File: src/ebt_pkg.sv
`default_nettype none
package ebt_pkg;
    // Register indices; byte address is four times the index
    localparam logic [5:0] IDX_CONTROL    = 6'h00;
    localparam logic [5:0] IDX_SHARED     = 6'h01;
    localparam logic [5:0] IDX_LOW_CAPT   = 6'h02;
    localparam logic [5:0] IDX_HIGH_CAPT  = 6'h03;
    localparam logic [5:0] IDX_LOW_HOLD   = 6'h04;
    localparam logic [5:0] IDX_HIGH_HOLD  = 6'h05;
    // Control register fields
    localparam int unsigned CTL_RUN       = 7;
    localparam int unsigned CTL_SINGLE    = 6;
    localparam int unsigned CTL_TIMEOUT   = 5;
    localparam int unsigned CTL_CLK_HI    = 4;
    localparam int unsigned CTL_CLK_LO    = 3;
    localparam int unsigned CTL_CAP_MASK  = 2;
    localparam int unsigned CTL_TO_MASK   = 1;
    localparam int unsigned CTL_ROUTE     = 0;
    // Shared register fields
    localparam int unsigned SHR_MODE      = 7;
    localparam int unsigned SHR_SEL       = 6;
    localparam int unsigned SHR_FN_HI     = 5;
    localparam int unsigned SHR_FN_LO     = 4;
    localparam int unsigned SHR_RISE_FLAG = 1;
    localparam int unsigned SHR_FALL_FLAG = 0;
    // Reset values
    localparam logic [7:0] CONTROL_RST    = 8'h00;
    localparam logic [7:0] SHARED_RST     = 8'h00;
    localparam logic [7:0] HOLD_RST       = 8'h00;
    localparam logic [7:0] CAPT_RST       = 8'h00;
    // Counter constants
    localparam logic [7:0] COUNT_FULL     = 8'hFF;
    localparam logic [7:0] COUNT_ONE      = 8'h01;
    // Clock select codes
    localparam logic [1:0] CLK_DIV1       = 2'h0;
    localparam logic [1:0] CLK_DIV2       = 2'h1;
    localparam logic [1:0] CLK_DIV4       = 2'h2;
    localparam logic [1:0] CLK_DIV8       = 2'h3;
    // Combine and edge field codes
    localparam logic [1:0] FN_AND_FALL    = 2'h0;
    localparam logic [1:0] FN_OR_RISE     = 2'h1;
    localparam logic [1:0] FN_NOR_BOTH    = 2'h2;
    localparam logic [1:0] FN_NAND_RSV    = 2'h3;
endpackage : ebt_pkg
`default_nettype wire

File: src/ebt_timer.sv
// Functional notes
// Counter runs only while run bit is 1
// Modulo-N reloads at terminal count; single-pass stops
// Timeout flag set at terminal; write-1 clears
// Clock select divides by 1, 2, 4, 8
// Capture mask gates capture interrupt request
// Timeout mask gates timeout interrupt request
// Route bit puts timer output on pin
// Shared mode bit: transmit or demodulation
// Shared bit 6: output enable or input select
// Shared bits 5:4: logic function or edge select
// Rising edge to low slot, falling high
// Capture sets edge flag, may interrupt
// Capture reloads counter with FF, keeps counting
// Zero in demod sets timeout, continues FF
// Readable writable high-level hold register
// Readable writable low-level hold register
// First count interval after enable may be short
// Software clears timeout before enabling counter
// Software avoids read-modify-write on flags
// Requests go out on fifth interrupt line
// Decrement per tick; terminal is reaching zero
`timescale 1ns/1ns
`default_nettype none
module ebt_timer (
    input  wire logic        ref_clk,
    input  wire logic        rst_b,
    input  wire logic        clk_en,
    input  wire logic [7:0]  avm_address,
    input  wire logic        avm_read,
    input  wire logic        avm_write,
    input  wire logic [31:0] avm_writedata,
    input  wire logic [3:0]  avm_byteenable,
    output logic      [31:0] avm_readdata,
    output logic             avm_waitrequest,
    input  wire logic        demod_input_pin_a,
    input  wire logic        demod_input_pin_b,
    input  wire logic        sixteen_bit_timer_out,
    input  wire logic        port_out_timer_pin,
    input  wire logic        port_out_shared_pin,
    output logic             timer_output_pin,
    output logic             shared_output_pin,
    output logic             fifth_interrupt_line
);
    logic [7:0]  ctrl_r;
    logic        to_flag_r;
    logic [7:0]  shr_r;
    logic        rise_flag_r;
    logic        fall_flag_r;
    logic [7:0]  low_hold_r;
    logic [7:0]  high_hold_r;
    logic [7:0]  low_capt_r;
    logic [7:0]  high_capt_r;
    logic [7:0]  count_r;
    logic        out_r;
    logic        run_prev_r;
    logic [2:0]  presc_r;
    logic [2:0]  sync_a_r;
    logic [2:0]  sync_b_r;
    logic        ack_r;
    logic [31:0] rdata_r;
    logic        irq_r;
    logic        req;
    logic        wr_fire;
    logic [5:0]  idx;
    logic        idx_ok;
    logic        wr_ctrl;
    logic        wr_shr;
    logic        demod;
    logic        run;
    logic        tick_sel;
    logic        tick;
    logic        terminal;
    logic        to_evt;
    logic        s_new;
    logic        s_old;
    logic        edge_rise;
    logic        edge_fall;
    logic        cap_rise;
    logic        cap_fall;
    logic        cap_evt;
    logic        single_stop;

    // Checks that a byte address is word aligned and in range, flags unmapped ones
    function automatic logic addr_valid(input logic [7:0] a);
        addr_valid = (a[1:0] == 2'h0) && (a[7:2] <= ebt_pkg::IDX_HIGH_HOLD);
    endfunction : addr_valid

    // Divider tap for the selected counter clock
    function automatic logic div_tick(input logic [1:0] sel, input logic [2:0] p);
        unique case (sel)
            ebt_pkg::CLK_DIV1: div_tick = 1'b1;
            ebt_pkg::CLK_DIV2: div_tick = p[0];
            ebt_pkg::CLK_DIV4: div_tick = &p[1:0];
            ebt_pkg::CLK_DIV8: div_tick = &p;
        endcase
    endfunction : div_tick

    // Combines the two timer outputs in transmit mode
    function automatic logic combine(input logic [1:0] fn, input logic a, input logic b);
        unique case (fn)
            ebt_pkg::FN_AND_FALL: combine = a & b;
            ebt_pkg::FN_OR_RISE:  combine = a | b;
            ebt_pkg::FN_NOR_BOTH: combine = ~(a | b);
            ebt_pkg::FN_NAND_RSV: combine = ~(a & b);
        endcase
    endfunction : combine

    // Bus slave: one wait state, then the answer
    assign req             = avm_read | avm_write;
    assign avm_waitrequest = req & ~(ack_r & clk_en);
    assign avm_readdata    = rdata_r;
    assign idx             = avm_address[7:2];
    assign idx_ok          = addr_valid(avm_address);
    assign wr_fire         = avm_write & ack_r & clk_en & avm_byteenable[0] & idx_ok;
    assign wr_ctrl         = wr_fire && (idx == ebt_pkg::IDX_CONTROL);
    assign wr_shr          = wr_fire && (idx == ebt_pkg::IDX_SHARED);

    always_ff @(posedge ref_clk) begin
        if (!rst_b) begin
            ack_r <= 1'b0;
        end else if (clk_en) begin
            ack_r <= req & ~ack_r;
        end
    end

    always_ff @(posedge ref_clk) begin
        if (!rst_b) begin
            rdata_r <= 32'h0000_0000;
        end else if (clk_en && avm_read && !ack_r) begin
            rdata_r <= 32'h0000_0000;
            if (idx_ok) begin
                unique case (idx)
                    ebt_pkg::IDX_CONTROL:   rdata_r[7:0] <= {ctrl_r[7:6], to_flag_r, ctrl_r[4:0]};
                    ebt_pkg::IDX_SHARED:    rdata_r[7:0] <= {shr_r[7:4], 2'h0, rise_flag_r, fall_flag_r};
                    ebt_pkg::IDX_LOW_CAPT:  rdata_r[7:0] <= low_capt_r;
                    ebt_pkg::IDX_HIGH_CAPT: rdata_r[7:0] <= high_capt_r;
                    ebt_pkg::IDX_LOW_HOLD:  rdata_r[7:0] <= low_hold_r;
                    ebt_pkg::IDX_HIGH_HOLD: rdata_r[7:0] <= high_hold_r;
                    default:                rdata_r[7:0] <= 8'h00;
                endcase
            end
        end
    end

    // Mode and run decode
    assign demod    = shr_r[ebt_pkg::SHR_MODE];
    assign run      = ctrl_r[ebt_pkg::CTL_RUN];
    assign tick_sel = div_tick(ctrl_r[ebt_pkg::CTL_CLK_HI:ebt_pkg::CTL_CLK_LO], presc_r);
    assign tick     = clk_en & run & run_prev_r & tick_sel;
    assign terminal = (count_r <= ebt_pkg::COUNT_ONE) & ~(demod & ~|count_r);
    assign to_evt   = tick & terminal & ~cap_evt;
    assign single_stop = to_evt & ~demod & ctrl_r[ebt_pkg::CTL_SINGLE];

    // Control register; in transmit mode single pass clears the run bit at terminal count
    always_ff @(posedge ref_clk) begin
        if (!rst_b) begin
            ctrl_r <= ebt_pkg::CONTROL_RST;
        end else if (clk_en) begin
            if (wr_ctrl) begin
                ctrl_r <= avm_writedata[7:0];
            end else if (single_stop) begin
                ctrl_r[ebt_pkg::CTL_RUN] <= 1'b0;
            end
        end
    end

    // Timeout flag: hardware set wins over a write-1 clear
    always_ff @(posedge ref_clk) begin
        if (!rst_b) begin
            to_flag_r <= 1'b0;
        end else if (clk_en) begin
            if (to_evt) begin
                to_flag_r <= 1'b1;
            end else if (wr_ctrl && avm_writedata[ebt_pkg::CTL_TIMEOUT]) begin
                to_flag_r <= 1'b0;
            end
        end
    end

    // Shared register and edge flags
    always_ff @(posedge ref_clk) begin
        if (!rst_b) begin
            shr_r       <= ebt_pkg::SHARED_RST;
            rise_flag_r <= 1'b0;
            fall_flag_r <= 1'b0;
        end else if (clk_en) begin
            if (wr_shr) begin
                shr_r <= {avm_writedata[7:4], 4'h0};
            end
            if (cap_rise) begin
                rise_flag_r <= 1'b1;
            end else if (wr_shr && avm_writedata[ebt_pkg::SHR_RISE_FLAG]) begin
                rise_flag_r <= 1'b0;
            end
            if (cap_fall) begin
                fall_flag_r <= 1'b1;
            end else if (wr_shr && avm_writedata[ebt_pkg::SHR_FALL_FLAG]) begin
                fall_flag_r <= 1'b0;
            end
        end
    end

    // Hold registers
    always_ff @(posedge ref_clk) begin
        if (!rst_b) begin
            low_hold_r  <= ebt_pkg::HOLD_RST;
            high_hold_r <= ebt_pkg::HOLD_RST;
        end else if (wr_fire) begin
            if (idx == ebt_pkg::IDX_LOW_HOLD) begin
                low_hold_r <= avm_writedata[7:0];
            end
            if (idx == ebt_pkg::IDX_HIGH_HOLD) begin
                high_hold_r <= avm_writedata[7:0];
            end
        end
    end

    // Free-running prescaler; the first tick after enabling may come early
    always_ff @(posedge ref_clk) begin
        if (!rst_b) begin
            presc_r <= 3'h0;
        end else if (clk_en) begin
            presc_r <= presc_r + 3'h1;
        end
    end

    // Input synchronisers; a change counts while stage two holds the new level and stage three the old one
    always_ff @(posedge ref_clk) begin
        if (!rst_b) begin
            sync_a_r <= 3'h0;
            sync_b_r <= 3'h0;
        end else if (clk_en) begin
            sync_a_r <= {sync_a_r[1:0], demod_input_pin_a};
            sync_b_r <= {sync_b_r[1:0], demod_input_pin_b};
        end
    end

    assign s_new     = shr_r[ebt_pkg::SHR_SEL] ? sync_b_r[1] : sync_a_r[1];
    assign s_old     = shr_r[ebt_pkg::SHR_SEL] ? sync_b_r[2] : sync_a_r[2];
    assign edge_rise = s_new & ~s_old;
    assign edge_fall = ~s_new & s_old;
    always_comb begin
        cap_rise = 1'b0;
        cap_fall = 1'b0;
        if (clk_en && demod && run && run_prev_r) begin
            unique case (shr_r[ebt_pkg::SHR_FN_HI:ebt_pkg::SHR_FN_LO])
                ebt_pkg::FN_AND_FALL: cap_fall = edge_fall;
                ebt_pkg::FN_OR_RISE:  cap_rise = edge_rise;
                ebt_pkg::FN_NOR_BOTH: begin
                    cap_rise = edge_rise;
                    cap_fall = edge_fall;
                end
                ebt_pkg::FN_NAND_RSV: begin
                    cap_rise = 1'b0;
                    cap_fall = 1'b0;
                end
            endcase
        end
    end
    assign cap_evt = cap_rise | cap_fall;

    // Capture slots
    always_ff @(posedge ref_clk) begin
        if (!rst_b) begin
            low_capt_r  <= ebt_pkg::CAPT_RST;
            high_capt_r <= ebt_pkg::CAPT_RST;
        end else if (clk_en) begin
            if (cap_rise) begin
                low_capt_r <= count_r;
            end
            if (cap_fall) begin
                high_capt_r <= count_r;
            end
        end
    end

    // Counter and timer output
    always_ff @(posedge ref_clk) begin
        if (!rst_b) begin
            count_r    <= 8'h00;
            out_r      <= 1'b0;
            run_prev_r <= 1'b0;
        end else if (clk_en) begin
            run_prev_r <= run;
            if (run && !run_prev_r) begin
                count_r <= demod ? ebt_pkg::COUNT_FULL : low_hold_r;
                out_r   <= 1'b0;
            end else if (cap_evt) begin
                count_r <= ebt_pkg::COUNT_FULL;
            end else if (tick) begin
                if (demod) begin
                    count_r <= count_r - 8'h01;
                end else if (terminal) begin
                    if (ctrl_r[ebt_pkg::CTL_SINGLE]) begin
                        count_r <= 8'h00;
                    end else begin
                        count_r <= out_r ? low_hold_r : high_hold_r;
                        out_r   <= ~out_r;
                    end
                end else begin
                    count_r <= count_r - 8'h01;
                end
            end
        end
    end

    // Interrupt request pulse
    always_ff @(posedge ref_clk) begin
        if (!rst_b) begin
            irq_r <= 1'b0;
        end else if (clk_en) begin
            irq_r <= (to_evt & ctrl_r[ebt_pkg::CTL_TO_MASK])
                   | (cap_evt & ctrl_r[ebt_pkg::CTL_CAP_MASK]);
        end
    end
    assign fifth_interrupt_line = irq_r;

    // Pin routing
    assign timer_output_pin  = ctrl_r[ebt_pkg::CTL_ROUTE] ? out_r : port_out_timer_pin;
    assign shared_output_pin = (!demod && shr_r[ebt_pkg::SHR_SEL])
                             ? combine(shr_r[ebt_pkg::SHR_FN_HI:ebt_pkg::SHR_FN_LO], out_r, sixteen_bit_timer_out)
                             : port_out_shared_pin;

    // Checks
    a_stop_when_off: assert property (@(posedge ref_clk) disable iff (!rst_b)
        (clk_en && !run) |=> $stable(count_r))
        else $error("Counter moved while stopped");
    a_modulo_reload: assert property (@(posedge ref_clk) disable iff (!rst_b)
        (to_evt && !demod && !ctrl_r[ebt_pkg::CTL_SINGLE])
        |=> (count_r == ($past(out_r) ? $past(low_hold_r) : $past(high_hold_r))) && (out_r != $past(out_r)))
        else $error("Modulo reload wrong");
    a_single_stops: assert property (@(posedge ref_clk) disable iff (!rst_b)
        (single_stop && !wr_ctrl) |=> !run ##1 $stable(count_r))
        else $error("Single pass did not stop");
    a_timeout_sets: assert property (@(posedge ref_clk) disable iff (!rst_b)
        to_evt |=> to_flag_r)
        else $error("Timeout flag not set");
    a_flag_holds: assert property (@(posedge ref_clk) disable iff (!rst_b)
        (to_flag_r && !(wr_ctrl && avm_writedata[ebt_pkg::CTL_TIMEOUT])) |=> to_flag_r)
        else $error("Timeout flag lost without write of one");
    a_div_spacing: assert property (@(posedge ref_clk) disable iff (!rst_b || !clk_en)
        (tick_sel && ctrl_r[ebt_pkg::CTL_CLK_HI:ebt_pkg::CTL_CLK_LO] == ebt_pkg::CLK_DIV8)
        |=> (!tick_sel || ctrl_r[ebt_pkg::CTL_CLK_HI:ebt_pkg::CTL_CLK_LO] != ebt_pkg::CLK_DIV8)[*7])
        else $error("Divide by eight spacing wrong");
    a_capture_low: assert property (@(posedge ref_clk) disable iff (!rst_b)
        cap_rise |=> (low_capt_r == $past(count_r)) && rise_flag_r && (count_r == ebt_pkg::COUNT_FULL))
        else $error("Rising capture wrong");
    a_capture_high: assert property (@(posedge ref_clk) disable iff (!rst_b)
        cap_fall |=> (high_capt_r == $past(count_r)) && fall_flag_r && (count_r == ebt_pkg::COUNT_FULL))
        else $error("Falling capture wrong");
    a_irq_timeout: assert property (@(posedge ref_clk) disable iff (!rst_b)
        (to_evt && ctrl_r[ebt_pkg::CTL_TO_MASK]) |=> fifth_interrupt_line)
        else $error("Timeout interrupt missing");
    a_irq_cause: assert property (@(posedge ref_clk) disable iff (!rst_b)
        $rose(fifth_interrupt_line) |-> $past((to_evt && ctrl_r[ebt_pkg::CTL_TO_MASK])
                                           || (cap_evt && ctrl_r[ebt_pkg::CTL_CAP_MASK])))
        else $error("Interrupt without enabled cause");
    a_demod_wrap: assert property (@(posedge ref_clk) disable iff (!rst_b)
        (to_evt && demod) |=> (count_r == 8'h00) ##1 (!$past(tick) || count_r == ebt_pkg::COUNT_FULL))
        else $error("Demod did not continue from FF");

    c_modulo_timeout: cover property (@(posedge ref_clk) disable iff (!rst_b)
        to_evt && !demod && !ctrl_r[ebt_pkg::CTL_SINGLE]);
    c_single_stop: cover property (@(posedge ref_clk) disable iff (!rst_b) single_stop);
    c_capture_both: cover property (@(posedge ref_clk) disable iff (!rst_b)
        cap_rise ##[1:200] cap_fall);
    c_irq_capture: cover property (@(posedge ref_clk) disable iff (!rst_b)
        cap_evt && ctrl_r[ebt_pkg::CTL_CAP_MASK]);
endmodule : ebt_timer
`default_nettype wire

File: config.mk
export PLATFORM = sky130hd
export DESIGN_NAME = ebt_timer
export DESIGN_NICKNAME = d
export VERILOG_FILES = /design/src/ebt_pkg.sv /design/src/ebt_timer.sv
export SDC_FILE = /design/constraint.sdc
export NUM_CORES = 1
export LEC_CHECK = 0
export BUFFER_PORTS_ARGS = -buffer_cell sky130_fd_sc_hd__buf_4
export CAP_MARGIN = 20
export CORE_AREA = 2 2 86 88
export DETAILED_ROUTE_END_ITERATION = 7
export DIE_AREA = 0 0 88 90
export PLACE_DENSITY = 0.87
export SYNTH_ARGS = -nofsm -noshare
export SYNTH_HDL_FRONTEND = slang
export SYNTH_SLANG_ARGS = --single-unit
File: constraint.sdc
create_clock -name ref_clk -period 4.9 [get_ports ref_clk]
set_clock_uncertainty 0.2 [all_clocks]
set_input_delay 0.735 -clock ref_clk [delete_from_list [all_inputs] [get_ports ref_clk]]
set_output_delay 0.735 -clock ref_clk [all_outputs]
set_load 0.1 [all_outputs]
==> Word-level counts from Yosys, hierarchy flattened <==
Index checks and enable logic that the tools add are counted.
Widths: inputs -> output; s select.
{ "totals": {"wordCells": 151, "out_inout_bits": 36, "regBits": 76} }
{ "op_classes": {"order_cmp": 2, "bitwise_logic": 35, "reduce_logical": 45, "addsub": 2, "mux": 34, "n_eq_ne": 14} }
{ "ops": {"columns": ["cell", "count"], "rows": [
  ["$mux 8", 9],
  ["$pmux 8 s6", 1],
  ["$reduce_and 2->1", 12],
  ["$mux 1", 22],
  ["$and 1x1->1", 21],
  ["$logic_and 1x1->1", 13],
  ["$eq 6x2->1 const B", 2],
  ["$eq 6x3->1 const B", 2],
  ["$reduce_bool 2->1", 6],
  ["$not 1->1", 10],
  ["$eq 2x2->1 const B", 4],
  ["$le 8x1->1 const B", 1],
  ["$pmux 1 s4", 2],
  ["$reduce_or 8->1", 1],
  ["$sub 8x1->8 const B", 1],
  ["$eq 6x1->1 const B", 1],
  ["$le 6x3->1 const B", 1],
  ["$logic_not 2->1", 3],
  ["$logic_not 6->1", 1],
  ["$ne 2x1->1 const B", 3],
  ["$reduce_and 6->1", 1],
  ["$eq 2x1->1 const B", 2],
  ["$logic_not 1->1", 4],
  ["$or 1x1->1", 4],
  ["4 further kinds", 5]
]} }

==> Depth between registers and ports, before layout <==
Gate-level depths: netlist of the first run.
{ "depth": {"depth_word": 12, "depth_mapped": 8, "mapped_depth_nobuf": 7} }

==> Worst setup path before layout of the first run <==
OpenSTA, ideal clock, no wires.
{ "synth_timing": {"kind": "input to output", "from": "input sixteen_bit_timer_out", "to": "output shared_output_pin", "n_path_buf": 0, "required_ns": 3.965, "setup_slack_ns": 0.793, "t_arrival_ns": 3.172, "path_stages": 5, "path_cell_list": "nor2b_1 o21bai_1 a21oi_1 a21oi_1 o21ai_0"} }
{ "synth_via": {"elab_chain_cells": 4, "word_cells_on_any_way": 6} }
{ "synth_lines": {"columns": ["item", "line", "rtl"], "rows": [
  ["start: declaration", "ebt_timer.sv:38", "input wire logic sixteen_bit_timer_out,"],
  ["$and 1x1->1 / $or 1x1->1 (equally long branches)", null, null],
  ["$not 1->1 (on tied branches)", "ebt_timer.sv:105, ebt_timer.sv:104", null],
  ["$pmux 1 s4 *", "ebt_timer.sv:101", "unique case (fn)"],
  ["$mux 1 *", "ebt_timer.sv:322", "? combine(shr_r[ebt_pkg::SHR_FN_HI:ebt_pkg::SHR_FN_LO], out_r, sixteen_bit_timer_out)"],
  ["end: declaration", "ebt_timer.sv:42", "output logic shared_output_pin,"]
]} }
Mark *: on every way between the ends. The rest lies on a longest branch, timed or not.

==> Worst setup path in the final report of the first run <==
{ "layout_timing": {"from": "input avm_address[5]", "to": "register high_hold_r[1]"} }
{ "layout_via": {"elab_chain_cells": 4, "word_cells_on_any_way": 5} }
{ "layout_lines": {"columns": ["item", "line", "rtl"], "rows": [
  ["start: declaration", "ebt_timer.sv:29", "input wire logic [7:0] avm_address,"],
  ["$le 6x3->1", "ebt_timer.sv:86", "addr_valid = (a[1:0] == 2'h0) && (a[7:2] <= ebt_pkg::IDX_HIGH_HOLD);"],
  ["$logic_and 1x1->1", "ebt_timer.sv:86", null],
  ["$and 1x1->1", "ebt_timer.sv:115", "assign wr_fire = avm_write & ack_r & clk_en & avm_byteenable[0] & idx_ok;"],
  ["$reduce_and 2->1 (no source line) *", null, null],
  ["end signal: assignment", "ebt_timer.sv:208", "high_hold_r <= ebt_pkg::HOLD_RST;"],
  ["end signal: assignment", "ebt_timer.sv:214", "high_hold_r <= avm_writedata[7:0];"],
  ["end: declaration", "ebt_timer.sv:51", "logic [7:0] high_hold_r;"]
]} }
Marks and branches as above.
A chain may end at the register's enable or synchronous reset.

==> flow_summary.json, run 1 <==
{
  "async_reset_ff_frac": 0,
  "via_density_per_instance": 5.93,
  "nFillCells": 586,
  "criticalPathCategory": "in -> reg",
  "hold_path_depth": 1,
  "synth.yosys.seq_area_share": 0.374,
  "grt_start_max_net_pins": 37,
  "finalPower_mw": 1.26,
  "timing.final.hold_violations": 0,
  "tns_ns": 0,
  "synthesis.area_um2": 4020,
  "top_level_ports": 90,
  "initial_core_util": 0.572,
  "rsz_0062_raised_after_global_routing": "no",
  "hpwl_mm": 6.81,
  "avgRoutedWirePerCell_um": 16.7,
  "gp_routability_congestion": 0.985,
  "detailedPlace.worstSlack_ns": 1.28,
  "crit_fanout": 8,
  "commonest_non_fill_non_tap_cell_in_the_layout": "nor2_1",
  "start_kind": "primary input",
  "htree_num_levels": 3,
  "global_route_overflow": 0,
  "drive_above_1_share": 0.155,
  "timing.final.ws_setup_ns": 1.54,
  "numClockSinks": 75,
  "status": "finished clean",
  "cts_hold_repair.buffers": 0,
  "worst_r2r_path_depth": 8,
  "cts_max_path_buffers": 2,
  "clk_root_buffer_cell": "clkbuf_8",
  "post_cts.repair.setup_buffers": 0,
  "post_synth_xor_area_fraction": 0.0153,
  "fp.dieArea_um2": 7920,
  "drt_iter0_drc": 276,
  "numCtsBuffers": 9,
  "tritoncts": "built",
  "cellPowerDensity_nw_per_um2": 285,
  "syn_area_per_cell_um2": 9.15,
  "most-common-layout-cells": "nor2_1 (77), dfxtp_1 (75), mux2i_1 (70)",
  "synth-compound-area-share": 0.136,
  "post_synthesis_sequential_element_count": 75,
  "vdd_ir_drop_max_v": 0.000140,
  "routed-via-count": 3374,
  "worstPathArrival_ns": 3.39,
  "setup_viol": 0,
  "fmaxAchievable_mhz": 297,
  "row_cnt": 31,
  "flow.area_growth_from_synthesis_pct": 10.4,
  "post_cts.resized_instances": 0,
  "clock_latency_ns": 0.36,
  "worst_ep_required_time_ns": 4.93,
  "postLayoutCoreUtil": 0.632,
  "count_of_port_buffers_added_during_placement": 38,
  "max_slew_margin": 0.265,
  "grt_pass1_wl_mm": 15.2,
  "drv_slew": 0,
  "drv_cap": 0,
  "place_area_um2": 4230,
  "floorplan.die.width_um": 88,
  "core_area_um2": 7020,
  "critical_path.endpoint_type": "flop",
  "power.leakage_nw": 1.81,
  "post_synth_inst_count": 439,
  "antenna_found_initial": 0,
  "final.min_clock_period_ns": 3.36,
  "layout.nets": 528,
  "worstMarginPinSlew_ns": 1.10,
  "global_route.usage.total": 0.247,
  "cts.reportedPaths.clkPinSlew_ns": 0.08,
  "finalWirelength_mm": 9.49,
  "number_of_synthesized_flops_with_an_enable_pin": 0,
  "num_antenna_cells": 0,
  "floorplan.die.height_um": 90,
  "layout_worst_path_cycle_share": 0.686,
  "hold_wc_path_type": "reg -> reg",
  "synth_fa_ha_area_frac": 0.0280,
  "combinational_family_with_the_most_area_after_synthesis": "multiplexers",
  "grt_pass1_vias": 3209,
  "muxShareOfSynthArea": 0.197,
  "drtPass1Iterations": 5,
  "final_design_area_no_fill_um2": 4440,
  "synth_cell_types": 50,
  "drtAntennaViolNets": 0,
  "yosys.area_share.simple": 0.168,
  "detail_route.drc_violations": 0,
  "yosysWarningCount": 0,
  "synth_top_flop_cell": "dfxtp_1"
}
-- worst paths after layout --
kind | startpoint | endpoint | slack (ns)
worst min-delay path | avm_readdata[4] | avm_readdata[4] | 0.28
worst min register to register | avm_readdata[4] | avm_readdata[4] | 0.28
worst max register to register | shr_r[5] | count_r[0] | 1.99
worst max-delay path | avm_address[5] | high_hold_r[1] | 1.54
-- cell usage after synthesis, types with 4 or more instances --
master / number / share of area
buf_2: 5 / 0.0062
o21ai_0: 22 / 0.027
nor2b_1: 5 / 0.0078
a221o_1: 6 / 0.015
nand2_1: 16 / 0.015
dfxtp_1: 75 / 0.37
a21oi_1: 8 / 0.010
a22o_1: 8 / 0.017
mux2_2: 8 / 0.022
clkbuf_1: 12 / 0.011
nand4_1: 4 / 0.0062
o211ai_1: 5 / 0.0093
xor2_1: 4 / 0.0087
buf_4: 26 / 0.049
ha_1: 9 / 0.028
or3_1: 6 / 0.0093
inv_1: 6 / 0.0056
nor3_1: 6 / 0.0075
mux2i_1: 70 / 0.17
nor2_1: 77 / 0.072
a22oi_1: 7 / 0.013
nand2b_1: 7 / 0.011
buf_1: 4 / 0.0037
-- critical path, cell delays in order --
cell	delay (ns)
buf_4	0.11
or3_1	0.46
nor3_1	0.78
nor2b_1	0.95
mux2i_1	0.30
nor2_1	0.06
-- kinds of logic after synthesis --
group,count (synthesis)
AOI/OAI and AO/OA,75
xor gates and xnor gates,7
adders and majority gates,9
buffers and inverters,55
DFF,75
muxes,78
other,1
and+or+nand+nor,139
-- routing by layer --
layer | track usage | routed length (um)
met1 | 0.319 | 3990
met2 | 0.384 | 4410
met4 | 0.127 | 284
met3 | 0.0496 | 806
met5 | 0 | 0
-- metrics by stage --
step	instances	hold WS (ns)
2_1_floorplan	462	0.254
6_report	569	0.283
5_1_grt	569	0.301
3_5_place_dp	553	0.268
4_1_cts	569	0.286
3_3_place_gp	553	0.259
-- flip-flops by register name, summed over array words and instances, names as in the netlist, 3 cells and up --
register	cells
high_capt_r	8
presc_r	3
high_hold_r	8
count_r	8
low_hold_r	8
avm_readdata	8
sync_b_r	3
shr_r	4
low_capt_r	8
ctrl_r	7
sync_a_r	3
-- report_power, final --
part | total (mW) | internal [mW] | switching (mW)
sequential | 0.617 | 0.613 | 0.00329
clock | 0.490 | 0.262 | 0.227
combinational | 0.158 | 0.0296 | 0.128
total | 1.26 | 0.905 | 0.359
-- layout make-up --
type | instances | area [um2] | share of cell area
inverter | 6 | 22.5 | 0.00508
timing repair buffer | 41 | 308 | 0.0694
clock inverter | 4 | 48.8 | 0.0110
sequential | 75 | 1500 | 0.339
multi-input combinational | 332 | 2280 | 0.513
clock buffer | 12 | 155 | 0.0350
tap | 99 | 124 | 0.0279
No activity file was read; power rests on OpenSTA's default activity.
==> run 2: changes to the inputs <==
--- a/config.mk
+++ b/config.mk
@@ -7,10 +7,10 @@
 export LEC_CHECK = 0
 export BUFFER_PORTS_ARGS = -buffer_cell sky130_fd_sc_hd__buf_4
 export CAP_MARGIN = 20
-export CORE_AREA = 2 2 86 88
+export CORE_AREA = 2 2 90 92
 export DETAILED_ROUTE_END_ITERATION = 7
-export DIE_AREA = 0 0 88 90
-export PLACE_DENSITY = 0.87
+export DIE_AREA = 0 0 92 94
+export PLACE_DENSITY = 0.81
 export SYNTH_ARGS = -nofsm -noshare
 export SYNTH_HDL_FRONTEND = slang
 export SYNTH_SLANG_ARGS = --single-unit
==> constraint.sdc (replaced) <==
create_clock -name ref_clk -period 3.1 [get_ports ref_clk]
set_clock_uncertainty 0.2 [all_clocks]
set_input_delay 0.465 -clock ref_clk [delete_from_list [all_inputs] [get_ports ref_clk]]
set_output_delay 0.465 -clock ref_clk [all_outputs]
set_load 0.1 [all_outputs]
==> run 2 against run 1 <==
Setup slack worse by 1.0 ns; global-route usage down 2.1 points; power up 66%; sequential power up 58%; highest routed layer unchanged.
==> flow_summary.json, run 2 (same netlist as run 1, synthesis figures left out) <==
{
  "status": "finished clean",
  "cts.reportedPaths.clkPinSlew_ns": 0.08,
  "tritoncts": "built",
  "cts_hold_repair.buffers": 0,
  "cts_max_path_buffers": 2,
  "post-place-cells": 564,
  "criticalPathCategory": "reg -> out",
  "fmaxAchievable_mhz": 391,
  "vdd_ir_drop_max_v": 0.000253,
  "drv_cap": 0,
  "critPathTopFamily": "flip-flops",
  "initial_core_util": 0.528,
  "crit_slowest_cell": "dfxtp_1",
  "htree_num_levels": 3,
  "layout.nets": 536,
  "final_design_area_no_fill_um2": 4530,
  "count_of_port_buffers_added_during_placement": 38,
  "clock_latency_ns": 0.36,
  "worstMarginPinSlew_ns": 0.783,
  "antenna_found_initial": 0,
  "grt_start_max_net_pins": 35,
  "fp.dieArea_um2": 8650,
  "numCtsBuffers": 9,
  "setup_viol": 0,
  "drtAntennaViolNets": 0,
  "via_density_per_instance": 5.86,
  "gp_routability_congestion": 0.944,
  "avgRoutedWirePerCell_um": 16.6,
  "cpMostUsedCell": "a21oi_1",
  "drt_iter0_drc": 276,
  "row_cnt": 32,
  "post_cts.repair.setup_buffers": 0,
  "global_route.usage.total": 0.226,
  "layout_worst_path_cycle_share": 0.825,
  "most-common-layout-cells": "nor2_1 (77), dfxtp_1 (75), mux2i_1 (70)",
  "crit_fanout": 12,
  "hold_wc_path_type": "in -> reg",
  "routed-via-count": 3396,
  "post_cts.resized_instances": 0,
  "critical_path.max_stage_delay_ns": 0.81,
  "num_antenna_cells": 0,
  "finalWirelength_mm": 9.63,
  "drv_slew": 0,
  "finish.cell_count_without_fillers": 580,
  "commonest_non_fill_non_tap_cell_in_the_layout": "nor2_1",
  "floorplan.die.width_um": 92,
  "core_area_um2": 7610,
  "drtPass1Iterations": 6,
  "tns_ns": 0,
  "critical_path.n_buffers_inverters": 1,
  "critical_path.endpoint_type": "primary output",
  "clk_root_buffer_cell": "clkbuf_8",
  "start_kind": "flop",
  "top_level_ports": 90,
  "timing.final.hold_violations": 0,
  "power.leakage_nw": 1.86,
  "final.min_clock_period_ns": 2.56,
  "global_route_overflow": 0,
  "numClockSinks": 75,
  "grt_pass1_vias": 3073,
  "grt_pass1_wl_mm": 15.3,
  "detail_route.drc_violations": 0,
  "flow.area_growth_from_synthesis_pct": 12.9,
  "hpwl_mm": 6.85,
  "floorplan.die.height_um": 94,
  "place_area_um2": 4300,
  "worst_ep_required_time_ns": 2.43,
  "cellPowerDensity_nw_per_um2": 464,
  "worstPathArrival_ns": 1.89,
  "timing.critical_path.cells": "o21bai_1, a21oi_1, a21oi_1, o21ai_1, buf_4",
  "drive_above_1_share": 0.174,
  "rsz_0062_raised_after_global_routing": "no",
  "max_slew_margin": 0.478
}
==> run 2: changes by cell type in the layout (fill, tap and decap cells not counted), sizes merged <==
cell / delta
clkbuf: -1
clkinv: -3
buf: +8
inv: +1
bufinv: +1
clkinvlp: +2
==> run 2: cell type report <==
cell class	instances	area, um2
multi-input combinational	332	2280
clock buffer	11	151
clock inverter	5	83.8
fill	643	3070
inverter	6	22.5
sequential	75	1500
tap	102	128
timing repair buffer	49	368
==> run 2: routing by layer <==
layer,GRT usage,part of all wire,up-vias
met2,0.365,0.46,177
li1,-,-,1582
met3,0.0425,0.079,33
met1,0.296,0.43,1604
met5,0,0,-
met4,0.0970,0.030,0
==> run 2: worst paths after layout <==
kind	endpoint	from	slack (ns)	cells past startpoint
max	shared_output_pin	out_r	0.54	5
min	to_flag_r	avm_writedata[5]	0.11	2
max reg2reg	count_r[3]	shr_r[5]	0.55	7
min reg2reg	avm_readdata[4]	avm_readdata[4]	0.29	1
==> run 2: report_power, final <==
part / switching, mW / internal [mW]
Sequential: 0.00570 / 0.969
Combinational: 0.203 / 0.0477
Clock: 0.377 / 0.500
Total: 0.586 / 1.52
==> run 2: metrics by stage <==
step	power (mW)	util	hold slack (ns)	setup WS [ns]
2_1_floorplan	1.22	-	0.254	0.130
3_3_place_gp	1.24	0.565	0.259	0.358
3_5_place_dp	1.25	0.565	0.273	0.309
4_1_cts	2.10	0.596	0.104	0.559
5_1_grt	2.16	0.596	0.100	0.440
6_report	2.10	0.596	0.107	0.542
==> run 2: worst reg2reg max path, delay by kind of cell (launching register included) <==
family	cells	cell delay, ns
compound gates	3	0.93
buf+inv	1	0.10
simple gates	2	0.53
fa+ha+maj	1	0.31
flops	1	0.43
==> run 3: changes to the inputs <==
==> constraint.sdc (replaced) <==
create_clock -name ref_clk -period 2.4 [get_ports ref_clk]
set_clock_uncertainty 0.2 [all_clocks]
set_input_delay 0.36 -clock ref_clk [delete_from_list [all_inputs] [get_ports ref_clk]]
set_output_delay 0.36 -clock ref_clk [all_outputs]
set_load 0.1 [all_outputs]
==> run 3 against run 2 <==
Non-clock buffer count increased by 22; sequential power increased by 29%; routed wire length increased by 2.6%; sequential share of layout area decreased by 1.3 points; flip-flop and latch count unchanged; critical path type unchanged; critical endpoint unchanged.
==> flow_summary.json, run 3 (same netlist as run 1, synthesis figures left out) <==
{
  "status": "finished clean",
  "cp-endpoint": "shared_output_pin",
  "critical_path_source": "shr_r[4]",
  "power.leakage_nw": 1.97,
  "highest-signal-layer": "met4",
  "detail_route.drc_violations": 0,
  "rr_startpoint": "shr_r[6]",
  "cellPowerDensity_nw_per_um2": 571,
  "clock_latency_ns": 0.35,
  "drv_cap": 0,
  "floorplan.die.width_um": 92,
  "wl_met2_mm": 4.67,
  "worst_ep_required_time_ns": 1.84,
  "vdd_ir_drop_max_v": 0.000487,
  "drtPass1Iterations": 5,
  "drive_above_1_share": 0.214,
  "top_level_ports": 90,
  "clk_root_buffer_cell": "clkbuf_8",
  "floorplan.die.height_um": 94,
  "capturing_point_of_the_worst_reg2reg_path": "count_r[0]",
  "cts_max_path_buffers": 2,
  "initial_core_util": 0.528,
  "worst_r2r_path_depth": 6,
  "critical_path.endpoint_type": "primary output",
  "numCtsBuffers": 9,
  "crit_fanout": 3,
  "setup_viol": 0,
  "flow.area_growth_from_synthesis_pct": 17.7,
  "cts.reportedPaths.clkPinSlew_ns": 0.07,
  "via_density_per_instance": 5.67,
  "count_of_port_buffers_added_during_placement": 38,
  "nFillCells": 624,
  "drt_iter0_drc": 306,
  "num_antenna_cells": 0,
  "gp_routability_congestion": 0.972,
  "avgRoutedWirePerCell_um": 16.4,
  "worstMarginPinSlew_ns": 0.736,
  "most-common-layout-cells": "nor2_1 (77), dfxtp_1 (74), mux2i_1 (70)",
  "hpwl_mm": 7.27,
  "final_design_area_no_fill_um2": 4730,
  "final.min_clock_period_ns": 2.32,
  "global_route_overflow": 0,
  "layout_worst_path_cycle_share": 0.968,
  "criticalPathCategory": "reg -> out",
  "routed-via-count": 3416,
  "critical_path.max_stage_delay_ns": 0.33,
  "worstPathArrival_ns": 1.76,
  "grt_pass1_vias": 3369,
  "hold_wc_path_type": "in -> reg",
  "max_slew_margin": 0.510,
  "hold_slack_ns": 0.0499,
  "commonest_non_fill_non_tap_cell_in_the_layout": "nor2_1",
  "drv_slew": 0,
  "drtAntennaViolNets": 0,
  "place_area_um2": 4440,
  "route.layer.met1.wl_mm": 4.30,
  "tritoncts": "built",
  "grt_start_max_net_pins": 34,
  "layout.nets": 558,
  "start_kind": "flop",
  "core_area_um2": 7610,
  "numClockSinks": 75,
  "crit_slowest_cell": "dfxtp_1",
  "regToRegSetupSlack_ns": 0.17,
  "fp.dieArea_um2": 8650,
  "timing.final.hold_violations": 0,
  "htree_num_levels": 3,
  "global_route.usage.total": 0.241,
  "wl_met3_um": 647,
  "antenna_found_initial": 0,
  "grt_pass1_wl_mm": 16.3,
  "finalWirelength_mm": 9.88,
  "timing.critical_path.cells": "inv_2, ha_2, mux2_2, a21oi_1, o21ai_1, buf_6",
  "row_cnt": 32,
  "fmaxAchievable_mhz": 430,
  "rsz_0062_raised_after_global_routing": "yes"
}
[run 3: cell types whose count changed in the layout (fill, tap and decap cells not counted), moves of 2 or more]
cell / before / now
clkinvlp_4: 2 / 0
buf_6: 0 / 2
clkbuf_1: 0 / 2
buf_4: 49 / 68
ha_1: 9 / 7
[run 3: layout make-up]
type	count	area (um2)	share of cell area
Multi-Input combinational cell	332	2300	0.487
Sequential cell	75	1500	0.318
Timing Repair Buffer	71	543	0.115
Clock buffer	13	159	0.0336
Tap cell	102	128	0.0270
Clock inverter	3	68.8	0.0146
Inverter	6	22.5	0.00477
[run 3: per-layer routing]
metal / vias to the layer above / track usage
met2: 145 / 0.409
met1: 1614 / 0.302
li1: 1632 / -
met4: 0 / 0.108
met3: 25 / 0.0393
met5: - / 0
[run 3: what timing repair did]
item / 4_1_cts / 5_1_grt
gates resized for setup: 0 / 9
endpoints found under the setup margin: 0 / 8
endpoints found under the hold margin: 1 / 0
hold buffers: 1 / 0
setup buffers: 0 / 2
[run 3: how the worst min path moves through the flow]
stage / from / endpoint / slack, ns / cells after the start
global placement: avm_readdata[7] / avm_readdata[7] / 0.26 / 1
floorplan: avm_writedata[5] / to_flag_r / 0.25 / 1
finish: demod_input_pin_b / sync_b_r[0] / 0.05 / 3
detailed placement: avm_readdata[1] / avm_readdata[1] / 0.27 / 1
CTS: demod_input_pin_b / sync_b_r[0] / 0.05 / 3
global route: demod_input_pin_b / sync_b_r[0] / 0.08 / 3
[run 3: critical path: cells and delay by family (launching register included)]
kind | cells | cell delay (ns)
flops | 1 | 0.33
fa+ha+maj | 1 | 0.20
compound gates | 2 | 0.27
mux | 1 | 0.33
buf+inv | 2 | 0.28
[run 3: metrics by stage]
stage               power, mW  worst slack, ns  cells   util  setup TNS [ns]
floorplan                1.58           -0.465    462      -          -0.465
global placement         1.61           0.0329    583  0.584               0
detailed placement       1.62          -0.0460    583  0.584          -0.160
CTS                      2.70           0.0132    600  0.615               0
global route             2.78          0.00296    602  0.621               0
finish                   2.70           0.0768    602  0.621               0
[run 3: power breakdown]
group	leakage, nW	internal (mW)	switching [mW]
registers	0.606	1.25	0.00723
clock network	0.114	0.647	0.460
logic	1.25	0.0675	0.265
total	1.97	1.97	0.732
